### config.mk
export PLATFORM = sky130hd
export DESIGN_NAME = lccs_cluster_ctrl
export DESIGN_NICKNAME = d
export VERILOG_FILES = /design/src/include/lccs_pkg.sv /design/src/logic/lccs_cluster_ctrl.sv
export SDC_FILE = /design/constraint.sdc
export NUM_CORES = 1
export LEC_CHECK = 0
export BUFFER_PORTS_ARGS = -buffer_cell sky130_fd_sc_hd__buf_2
export CAP_MARGIN = 10
export CORE_MARGIN = 3
export CORE_UTILIZATION = 40
export DETAILED_ROUTE_END_ITERATION = 8
export PLACE_DENSITY = 0.63
export SKIP_LAST_GASP = 1
export SYNTH_ARGS = -nofsm -noshare
export SYNTH_HDL_FRONTEND = slang
export SYNTH_SLANG_ARGS = --single-unit
### constraint.sdc
create_clock -name ref_clk_in -period 7.2 [get_ports ref_clk_in]
set_clock_uncertainty 0.1 [all_clocks]
set_input_delay 1.44 -clock ref_clk_in [delete_from_list [all_inputs] [get_ports ref_clk_in]]
set_output_delay 1.44 -clock ref_clk_in [all_outputs]
set_load 0.05 [all_outputs]
### src/include/lccs_pkg.sv
// Purpose: Shared constants for the logic cluster control block
// Assumes: One fabric clock; row clock lines arrive from outside its domain
// Notes: Cluster clocks are modelled as one-cycle update strobes on ref_clk_in
package lccs_pkg;
    localparam int NUM_CELLS = 10;
    localparam int REGS_PER_CELL = 2;
    localparam int NUM_REGS = NUM_CELLS * REGS_PER_CELL;
    localparam int NUM_CLOCKS = 3;
    localparam int NUM_SOURCES = 2;
    localparam int NUM_ROW = 6;
    localparam int NUM_ACLR = 2;
    localparam int MAX_CTRL = 10;
    localparam int CTRL_W = 4;
    localparam int SYNC_STAGES = 3;
    localparam int SRC_SEL_W = 3;
    localparam logic [2:0] SRC_LOCAL = 3'h6;
    localparam logic [2:0] SRC_NONE = 3'h7;
    localparam int CLK_SEL_W = 2;
    localparam int MEM_WORDS = 16;
    localparam int MEM_AW = 4;
    localparam int MEM_BITS_PER_CELL = 2;
    localparam int MEM_WIDTH = NUM_CELLS * MEM_BITS_PER_CELL;
    localparam int MEM_TOTAL_BITS = MEM_WORDS * MEM_WIDTH;
    localparam logic Q_RESET = 1'b0;
    localparam logic [NUM_REGS-1:0] REGS_RESET = 20'h00000;
    localparam logic [MEM_WIDTH-1:0] MEM_RESET = 20'h00000;
    localparam logic [CTRL_W-1:0] CTRL_RESET = 4'h0;
endpackage

### src/logic/lccs_cluster_ctrl.sv
// Purpose: Control signal generation and cell registers of one logic cluster
// Assumes: Clock, clear and load sources are configured by static inputs
// Notes: Edges of the selected sources become one-cycle update strobes
module lccs_cluster_ctrl (
    // Clock and reset
    input wire logic ref_clk_in,
    input wire logic rst_in,
    // Dedicated row clock lines and local interconnect sources
    input wire logic [lccs_pkg::NUM_ROW-1:0] row_clock_in,
    input wire logic [lccs_pkg::NUM_SOURCES-1:0] local_clock_in,
    input wire logic [lccs_pkg::NUM_SOURCES*lccs_pkg::SRC_SEL_W-1:0] src_sel_in,
    // Cluster clock configuration
    input wire logic [lccs_pkg::NUM_CLOCKS-1:0] clk_use_in,
    input wire logic [lccs_pkg::NUM_CLOCKS-1:0] clk_src_in,
    input wire logic [lccs_pkg::NUM_CLOCKS-1:0] clk_fall_in,
    input wire logic [lccs_pkg::NUM_CLOCKS-1:0] cluster_clock_gate_in,
    // Cluster clears and loads
    input wire logic [lccs_pkg::NUM_ACLR-1:0] cluster_async_clear_in,
    input wire logic sync_clear_in,
    input wire logic sync_load_in,
    // Per-register configuration
    input wire logic [lccs_pkg::NUM_REGS*lccs_pkg::CLK_SEL_W-1:0] reg_clk_sel_in,
    input wire logic [lccs_pkg::NUM_REGS-1:0] reg_aclr_use_in,
    input wire logic [lccs_pkg::NUM_REGS-1:0] reg_aclr_sel_in,
    input wire logic [lccs_pkg::NUM_REGS-1:0] reg_sclr_use_in,
    input wire logic [lccs_pkg::NUM_REGS-1:0] reg_sload_use_in,
    input wire logic [lccs_pkg::NUM_REGS-1:0] reg_chain_sel_in,
    // Cell data
    input wire logic [lccs_pkg::NUM_REGS-1:0] cell_data_in,
    input wire logic [lccs_pkg::NUM_REGS-1:0] cell_load_data_in,
    input wire logic [lccs_pkg::REGS_PER_CELL-1:0] chain_in,
    // Memory mode
    input wire logic mem_mode_in,
    input wire logic mem_wr_en_in,
    input wire logic [lccs_pkg::MEM_AW-1:0] mem_wr_addr_in,
    input wire logic [lccs_pkg::MEM_WIDTH-1:0] mem_wr_data_in,
    input wire logic [lccs_pkg::MEM_AW-1:0] mem_rd_addr_in,
    // Outputs
    output logic [lccs_pkg::NUM_REGS-1:0] cell_q_out,
    output logic [lccs_pkg::NUM_CLOCKS-1:0] cluster_clock_out,
    output logic [lccs_pkg::CTRL_W-1:0] ctrl_count_out,
    output logic [lccs_pkg::MEM_WIDTH-1:0] mem_rd_data_out
);

    ////////////////////////////////////////////////////////////////////////////
    // Helpers

    function automatic logic [lccs_pkg::CTRL_W-1:0] ones3(input logic [2:0] v);
        ones3 = {3'h0, v[0]} + {3'h0, v[1]} + {3'h0, v[2]};
    endfunction

    function automatic logic sel_bit(input logic [lccs_pkg::NUM_ROW-1:0] row,
                                     input logic loc, input logic [2:0] sel);
        if (sel == lccs_pkg::SRC_LOCAL) begin
            sel_bit = loc;
        end else if (sel < 3'h6) begin
            sel_bit = row[sel];
        end else begin
            sel_bit = 1'b0;
        end
    endfunction

    ////////////////////////////////////////////////////////////////////////////
    // Row line synchronisers: a change counts once stages two and three agree

    logic [lccs_pkg::NUM_ROW-1:0] row_s1_reg;
    logic [lccs_pkg::NUM_ROW-1:0] row_s2_reg;
    logic [lccs_pkg::NUM_ROW-1:0] row_s3_reg;
    logic [lccs_pkg::NUM_ROW-1:0] row_lvl_reg;

    always_ff @(posedge ref_clk_in or posedge rst_in) begin
        if (rst_in) begin
            row_s1_reg <= 6'h00;
            row_s2_reg <= 6'h00;
            row_s3_reg <= 6'h00;
            row_lvl_reg <= 6'h00;
        end else begin
            row_s1_reg <= row_clock_in;
            row_s2_reg <= row_s1_reg;
            row_s3_reg <= row_s2_reg;
            for (int i = 0; i < lccs_pkg::NUM_ROW; i++) begin
                if (row_s2_reg[i] == row_s3_reg[i]) begin
                    row_lvl_reg[i] <= row_s3_reg[i];
                end
            end
        end
    end

    ////////////////////////////////////////////////////////////////////////////
    // Two clock sources and their edges

    logic [lccs_pkg::NUM_SOURCES-1:0] src_lvl;
    logic [lccs_pkg::NUM_SOURCES-1:0] src_prev_reg;
    logic [lccs_pkg::NUM_SOURCES-1:0] src_rise;
    logic [lccs_pkg::NUM_SOURCES-1:0] src_fall;

    always_comb begin
        for (int s = 0; s < lccs_pkg::NUM_SOURCES; s++) begin
            src_lvl[s] = sel_bit(row_lvl_reg, local_clock_in[s], src_sel_in[s*3 +: 3]);
        end
    end

    always_ff @(posedge ref_clk_in or posedge rst_in) begin
        if (rst_in) begin
            src_prev_reg <= 2'h0;
        end else begin
            src_prev_reg <= src_lvl;
        end
    end

    assign src_rise = src_lvl & ~src_prev_reg;
    assign src_fall = ~src_lvl & src_prev_reg;

    ////////////////////////////////////////////////////////////////////////////
    // Cluster clocks: source edge gated by the same-index gate

    logic [lccs_pkg::NUM_CLOCKS-1:0] clk_tick;

    always_comb begin
        for (int c = 0; c < lccs_pkg::NUM_CLOCKS; c++) begin
            // A source used on both edges needs two clocks, one per edge
            clk_tick[c] = clk_use_in[c] & cluster_clock_gate_in[c]
                & (clk_fall_in[c] ? src_fall[clk_src_in[c]]
                                  : src_rise[clk_src_in[c]]);
        end
    end

    always_ff @(posedge ref_clk_in or posedge rst_in) begin
        if (rst_in) begin
            cluster_clock_out <= 3'h0;
            ctrl_count_out <= lccs_pkg::CTRL_RESET;
        end else begin
            cluster_clock_out <= clk_tick;
            // Each used clock brings its gate along, so it counts twice
            ctrl_count_out <= ones3(clk_use_in) + ones3(clk_use_in)
                + ones3({1'b0, |(reg_aclr_use_in & ~reg_aclr_sel_in),
                         |(reg_aclr_use_in & reg_aclr_sel_in)})
                + ones3({1'b0, |reg_sclr_use_in, |reg_sload_use_in});
        end
    end

    ////////////////////////////////////////////////////////////////////////////
    // Cell registers, two per cell, all on the shared controls

    logic [lccs_pkg::NUM_REGS-1:0] reg_tick;
    logic [lccs_pkg::NUM_REGS-1:0] reg_aclr_hit;
    logic [lccs_pkg::NUM_REGS-1:0] reg_d;

    always_comb begin
        for (int k = 0; k < lccs_pkg::NUM_REGS; k++) begin
            reg_tick[k] = clk_tick[reg_clk_sel_in[k*2 +: 2] % 3];
            reg_aclr_hit[k] = reg_aclr_use_in[k]
                & cluster_async_clear_in[reg_aclr_sel_in[k]];
            if (k < lccs_pkg::REGS_PER_CELL) begin
                reg_d[k] = reg_chain_sel_in[k] ? chain_in[k] : cell_data_in[k];
            end else begin
                reg_d[k] = reg_chain_sel_in[k] ? cell_q_out[k-2] : cell_data_in[k];
            end
        end
    end

    // Asynchronous clears act regardless of clock strobes; synchronous clear and load wait for a strobe; mode never masks them
    always_ff @(posedge ref_clk_in or posedge rst_in) begin
        if (rst_in) begin
            cell_q_out <= lccs_pkg::REGS_RESET;
        end else begin
            for (int k = 0; k < lccs_pkg::NUM_REGS; k++) begin
                if (reg_aclr_hit[k]) begin
                    cell_q_out[k] <= lccs_pkg::Q_RESET;
                end else if (reg_tick[k]) begin
                    if (reg_sclr_use_in[k] && sync_clear_in) begin
                        cell_q_out[k] <= lccs_pkg::Q_RESET;
                    end else if (reg_sload_use_in[k] && sync_load_in) begin
                        cell_q_out[k] <= cell_load_data_in[k];
                    end else begin
                        cell_q_out[k] <= reg_d[k];
                    end
                end
            end
        end
    end

    ////////////////////////////////////////////////////////////////////////////
    // Memory mode: writes on cluster clock 0, registered read port

    logic [lccs_pkg::MEM_WIDTH-1:0] mem_array [lccs_pkg::MEM_WORDS];

    always_ff @(posedge ref_clk_in) begin
        if (mem_mode_in && mem_wr_en_in && clk_tick[0]) begin
            mem_array[mem_wr_addr_in] <= mem_wr_data_in;
        end
    end

    // Array has no reset, so read data is forced clean while mode is off
    always_ff @(posedge ref_clk_in or posedge rst_in) begin
        if (rst_in) begin
            mem_rd_data_out <= lccs_pkg::MEM_RESET;
        end else if (mem_mode_in) begin
            mem_rd_data_out <= mem_array[mem_rd_addr_in];
        end else begin
            mem_rd_data_out <= lccs_pkg::MEM_RESET;
        end
    end
endmodule

==> results of run 1 <==
==> critical path, stage by stage <==
cell and delay (ps):
buf_2 120, mux2i_1 120, o211ai_1 380, and4bb_1 310, a211oi_4 60, buf_4 230, nor2_1 110, nand2_1 540
nor4_2 730, buf_4 400
==> cell type report <==
cell class	count	area, um^2
well taps	539	674
clock buffers	57	1240
flip-flops and latches	393	11400
repair buffers	315	1640
clock inverters	22	277
diodes	2	5.00
multi-input cells	530	5460
inverters	34	129
fillers	3586	21400
==> cell usage after synthesis (6+ instances only) <==
cell type,count
a211oi_1,16
a211oi_2,10
a21oi_1,8
a221oi_1,20
a31oi_1,6
and2_1,23
buf_2,9
buf_6,9
clkbuf_1,29
dfrtp_1,73
edfxtp_1,320
inv_1,34
maj3_1,6
mux2_2,17
mux2i_1,46
mux4_2,100
nand2_1,70
nand2b_1,17
nand3b_1,9
nor2_1,23
nor2b_1,27
nor3_1,22
nor4_1,42
==> metal layers <==
| layer | up-vias | global-route usage [%] |
|---|---|---|
| met5 | - | 0 |
| met4 | 0 | 8.20 |
| met3 | 94 | 4.58 |
| met2 | 468 | 35.4 |
| met1 | 5424 | 28.1 |
| li1 | 4671 | - |
==> final timing paths <==
check | from | to | slack [ps] | depth (start not counted)
worst min-delay path | row_s1_reg[2] | row_s2_reg[2] | 240 | 0
worst max register to register | row_lvl_reg[4] | mem_array[2][7] | 3450 | 9
worst max-delay path | src_sel_in[1] | mem_array[2][7] | 2850 | 10
min in group asynchronous | rst_in | mem_rd_data_out[7] | 810 | 2
max in group asynchronous | rst_in | mem_rd_data_out[9] | 5090 | 3
worst min register to register | row_s1_reg[2] | row_s2_reg[2] | 240 | 0
==> power groups by stage <==
stage | logic, mW | registers, mW | clock network, mW
detailed placement | 0.584 | 2.57 | 0
global placement | 0.580 | 2.57 | 0
global route | 0.623 | 2.53 | 2.45
CTS | 0.586 | 2.52 | 2.35
floorplan | 0.256 | 2.65 | 0
finish | 0.581 | 2.52 | 2.30
==> kinds of logic (layout without fill, tap and decap cells) <==
logic type / after synthesis / count (layout) / share of synthesized area [%]
AOI/OAI and AO/OA: 94 / 94 / 4.84
and+or+nand+nor: 258 / 258 / 8.31
other: 0 / 2 / 0
xor gates and xnor gates: 1 / 1 / 0.0510
DFF: 393 / 393 / 66.6
buffers and inverters: 82 / 428 / 2.27
muxes: 166 / 166 / 17.1
adders and majority gates: 11 / 11 / 0.845
==> impl_results.md, run 1 <==
- Comb power frac: 10.8%
- Leak: 7.76 nW
- Synth top area share: 55.9%
- Peak VDD IR: 0.290 mV
- Largest regs: mem_array (320), cell_q_out (20), mem_rd_data_out (20)
- Hold-fix buffers, CTS: 0
- Core area: 42200 um^2
- Layout net count: 1566
- Sequential area share after synthesis: 66.6%
- Met3 wire len: 3620 um
- Largest Register: mem_array
- Syn nets: 1254
- GRT Resource Usage Total: 21.4%
- Dpl cells: 1811
- Power per cell area: 259 nW/um^2
- Full die area: 45500 um^2
- Vias in the first global route: 10900
- Overall die height: 213 um
- DR DRC count: 0
- Worst Path Arrival: 4470 ps
- Commonest non-fill, non-tap cell in the layout: edfxtp_1
- Cell row count: 75
- Power share of the clock group: 42.5%
- Final Power: 5.40 mW
- CP Launch Type: input pin
- Root Buffer: clkbuf_16
- Post-synth EDFFs: 320
- Met2 wire len: 23900 um
- CTS sink count: 393
- Clock period minus final worst setup slack: 4350 ps
- Skew-Pair Late Insertion Delay: 570 ps
- First-pass GRT wire length: 71000 um
- Final non-filler cell total: 1892
- RSZ-0062 raised after global routing: no
- Final hold viol count: 0
- FFs w/ async S/R, synth: 18.6%
- Mean Syn Cell Area: 17.1 um^2
- Ys Warns: 0
- Switching Fraction: 24.4%
- M1 wire length: 19700 um
- CP Max Fanout: 21
- Psw: 1.32 mW
- 1st-pass router iterations: 5
- WHS: 243 ps
- Final core occ: 49.4%
- HP Class: flop to flop
- Clock tree buffer depth: 3
- Highest Signal Layer: met4
- Initial core utilization: 40.7%
- Number of buffers created by CTS: 43
- Cells after synthesis: 1005
- Area Growth Syn to Fin: 21.5%
- Register clock-pin slew on the reported worst setup and hold paths: 60 ps
- Fin area: 20900 um^2
- Setup TNS: 0 ps
- Largest net degree at the start of global routing: 48
- DRT iter0 DRCs: 963
- Synth Flop Type: edfxtp_1
- Antenna Nets Post-Route: 0
- CTS tree: built
- Final period util: 60.4%
- Pins over their slew limit: 0
- Biggest area consumer among synthesized cells: edfxtp_1
- Max reg flops: 320
- Status: completed
- Worst setup margin: 2850 ps
- Routability-driven placement congestion ratio: 0.926
- Setup bufs post-CTS: 0
- Input/output buffers: 290
- H-tree depth: 2
- CP endpoint kind: flop
- Slew @ Worst Pin: 1150 ps
- Ports: 291
- # resized after CTS: 0
- Pre-CTS setup slack: 2310 ps
- Via density: 5.63
- DRT Wirelength: 49100 um
- Syn Std Cell Area: 17200 um^2
- Final HPWL DP: 35600 um
- Die Span X: 213 um
- Setup violators final: 0
- Worst Path Required: 7330 ps
- Int Pwr: 4.08 mW
- Sequential Power Share: 46.7%
- Placed Area: 19300 um^2
- Setup CP Type: input pin to flop
- Unique masters post-synth: 52
- FF+latch count, synth: 393
- Wire length per cell: 26.0 um
- Max Cap Viol: 0
- Antenna violations before repair: 6
- Commonest non-fill, non-tap cells in the layout: edfxtp_1 (320), buf_2 (289), mux4_2 (100)
- F_max: 0.230 GHz
- Slew headroom: 23.3%
- Global route overflow: 0
- Ranking of synthesized cells by area: edfxtp_1 (56%), mux4_2 (13%), dfrtp_1 (11%), mux2i_1 (2.7%), nand2_1 (1.5%)
- DR vias: 10700
- Share of layout cells above drive strength 1: 40.7%
No activity file was read; power rests on OpenSTA's default activity.
==> run 2, diff against run 1 <==
--- a/config.mk
+++ b/config.mk
@@ -10,7 +10,7 @@
 export CORE_MARGIN = 3
 export CORE_UTILIZATION = 40
 export DETAILED_ROUTE_END_ITERATION = 8
-export PLACE_DENSITY = 0.63
+export PLACE_DENSITY = 0.65
 export SKIP_LAST_GASP = 1
 export SYNTH_ARGS = -nofsm -noshare
 export SYNTH_HDL_FRONTEND = slang
==> constraint.sdc (replaced) <==
create_clock -name ref_clk_in -period 3.67 [get_ports ref_clk_in]
set_clock_uncertainty 0.1 [all_clocks]
set_input_delay 0.734 -clock ref_clk_in [delete_from_list [all_inputs] [get_ports ref_clk_in]]
set_output_delay 0.734 -clock ref_clk_in [all_outputs]
set_load 0.05 [all_outputs]
==> run 2 against run 1 <==
Cell area up 0.82%. Combinational power up 100%. Critical path type is now flop to flop. Die area unchanged. Largest cell class unchanged. Global-route usage up 0.61 points.
==> impl_results.md, run 2 (synthesis gave the netlist of run 1 again) <==
- Overall die height: 213 um
- CP Launch Type: flop
- Antenna violations before repair: 6
- Number of buffers created by CTS: 43
- GRT Resource Usage Total: 22.0%
- Largest Register: mem_array
- Wire length per cell: 26.3 um
- Die Span X: 213 um
- Full die area: 45500 um^2
- Final HPWL DP: 35000 um
- Slew @ Worst Pin: 842 ps
- Routability-driven placement congestion ratio: 0.950
- Pins over their slew limit: 0
- Final Power: 10.3 mW
- CP endpoint kind: flop
- Register Area: 11400 um^2
- Hold-fix buffers, CTS: 0
- Initial core utilization: 40.7%
- Final hold viol count: 0
- First-pass GRT wire length: 72300 um
- CTS sink count: 393
- Filler Cell Count: 3576
- Status: completed
- Share of layout cells above drive strength 1: 40.8%
- Skew-Pair Late Insertion Delay: 560 ps
- CP Max Fanout: 13
- Critical R2R Capture: mem_array[5][18]
- Antenna Nets Post-Route: 0
- Register clock-pin slew on the reported worst setup and hold paths: 60 ps
- # resized after CTS: 0
- DRT iter0 DRCs: 797
- Ports: 291
- Worst setup margin: 375 ps
- Power per cell area: 491 nW/um^2
- Root Buffer: clkbuf_16
- Clock period minus final worst setup slack: 3300 ps
- HP Class: input pin to asynchronous set/reset pin
- Worst Path Arrival: 3440 ps
- Slew headroom: 43.7%
- Cell row count: 75
- Setup TNS: 0 ps
- Multi-input logic area: 5530 um^2
- Internal reg-to-reg setup slack: 370 ps
- DR vias: 10700
- Critical R2R Launch: row_lvl_reg[4]
- Layout net count: 1580
- F_max: 0.303 GHz
- Setup bufs post-CTS: 0
- Worst r2r path cells: 9
- Max reg flops: 320
- DR DRC count: 0
- Worst Path Required: 3820 ps
- Commonest non-fill, non-tap cells in the layout: edfxtp_1 (320), buf_2 (289), mux4_2 (100)
- WHS: 110 ps
- Via density: 5.62
- Vias in the first global route: 11000
- Max Cap Viol: 0
- Core area: 42200 um^2
- Commonest non-fill, non-tap cell in the layout: edfxtp_1
- Clock tree buffer depth: 3
- Input/output buffers: 290
- Largest net degree at the start of global routing: 81
- Pre-CTS setup slack: -84.3 ps
- Setup CP Type: flop to flop
- DRT Wirelength: 50200 um
- CTS tree: built
- Global route overflow: 0
- Final period util: 89.8%
- RSZ-0062 raised after global routing: no
- 1st-pass router iterations: 7
- Leak: 7.91 nW
- Area Growth Syn to Fin: 22.5%
- Peak VDD IR: 0.387 mV
- H-tree depth: 2
- Largest regs: mem_array (320), cell_q_out (20), mem_rd_data_out (20)
- Setup violators final: 0
## run 2: changes by cell type in the layout (fill, tap and decap cells not counted), moves of 2 or more
cell        previous run  this run
buf_12                 0        10
nor3_2                 9         0
nor3_4                 1        10
buf_4                 26        30
clkbuf_8               7         3
clkinv_1               1         5
clkinv_4               4         1
clkbuf_1               5         7
clkinvlp_4             2         4
## run 2: worst max path at each step
stage | to | cells past startpoint | from
after global placement | mem_array[15][8] | 10 | src_sel_in[1]
after floorplan | mem_array[12][0] | 8 | src_sel_in[4]
after global routing | mem_array[5][18] | 9 | row_lvl_reg[4]
after detailed placement | mem_array[5][18] | 10 | src_sel_in[4]
after CTS | mem_array[5][18] | 9 | row_lvl_reg[4]
final | mem_array[5][18] | 9 | row_lvl_reg[4]
## run 2: power breakdown
| group | total, mW | switching, mW | internal [mW] |
|---|---|---|---|
| Clock | 4.22 | 1.74 | 2.48 |
| Combinational | 1.16 | 0.726 | 0.430 |
| Sequential | 4.96 | 0.0588 | 4.90 |
## run 2: layout make-up
cell class	instances	area share [%]
Clock inverter	24	1.07
Clock buffer	54	5.56
Timing Repair Buffer	329	8.90
Inverter	34	0.613
Sequential cell	393	54.4
Antenna cell	2	0.0238
Tap cell	539	3.21
Multi-Input combinational cell	530	26.3
## run 2: per-layer routing
layer / wire (um) / vias up / GRT usage (%)
li1: - / 4709 / -
met1: 18700 / 5413 / 26.3
met2: 25400 / 451 / 38.5
met3: 3760 / 130 / 5.36
met4: 2270 / 6 / 9.07
met5: 39 / - / 0
## run 2: worst max-delay path: stages (launching register included)
cell	delay (ps)
dfrtp_1	420
mux2i_1	90
o211ai_1	400
and4bb_1	310
a211oi_4	60
nor2_1	140
nand2_1	210
buf_12	230
nor3_4	700
buf_4	330
## run 2: through the flow
step	util (%)	area (um^2)	cells
floorplan	-	17200	1005
global placement	46.5	19600	1825
detailed placement	46.5	19600	1825
CTS	49.8	21000	1903
global route	49.8	21000	1904
finish	49.8	21000	1905
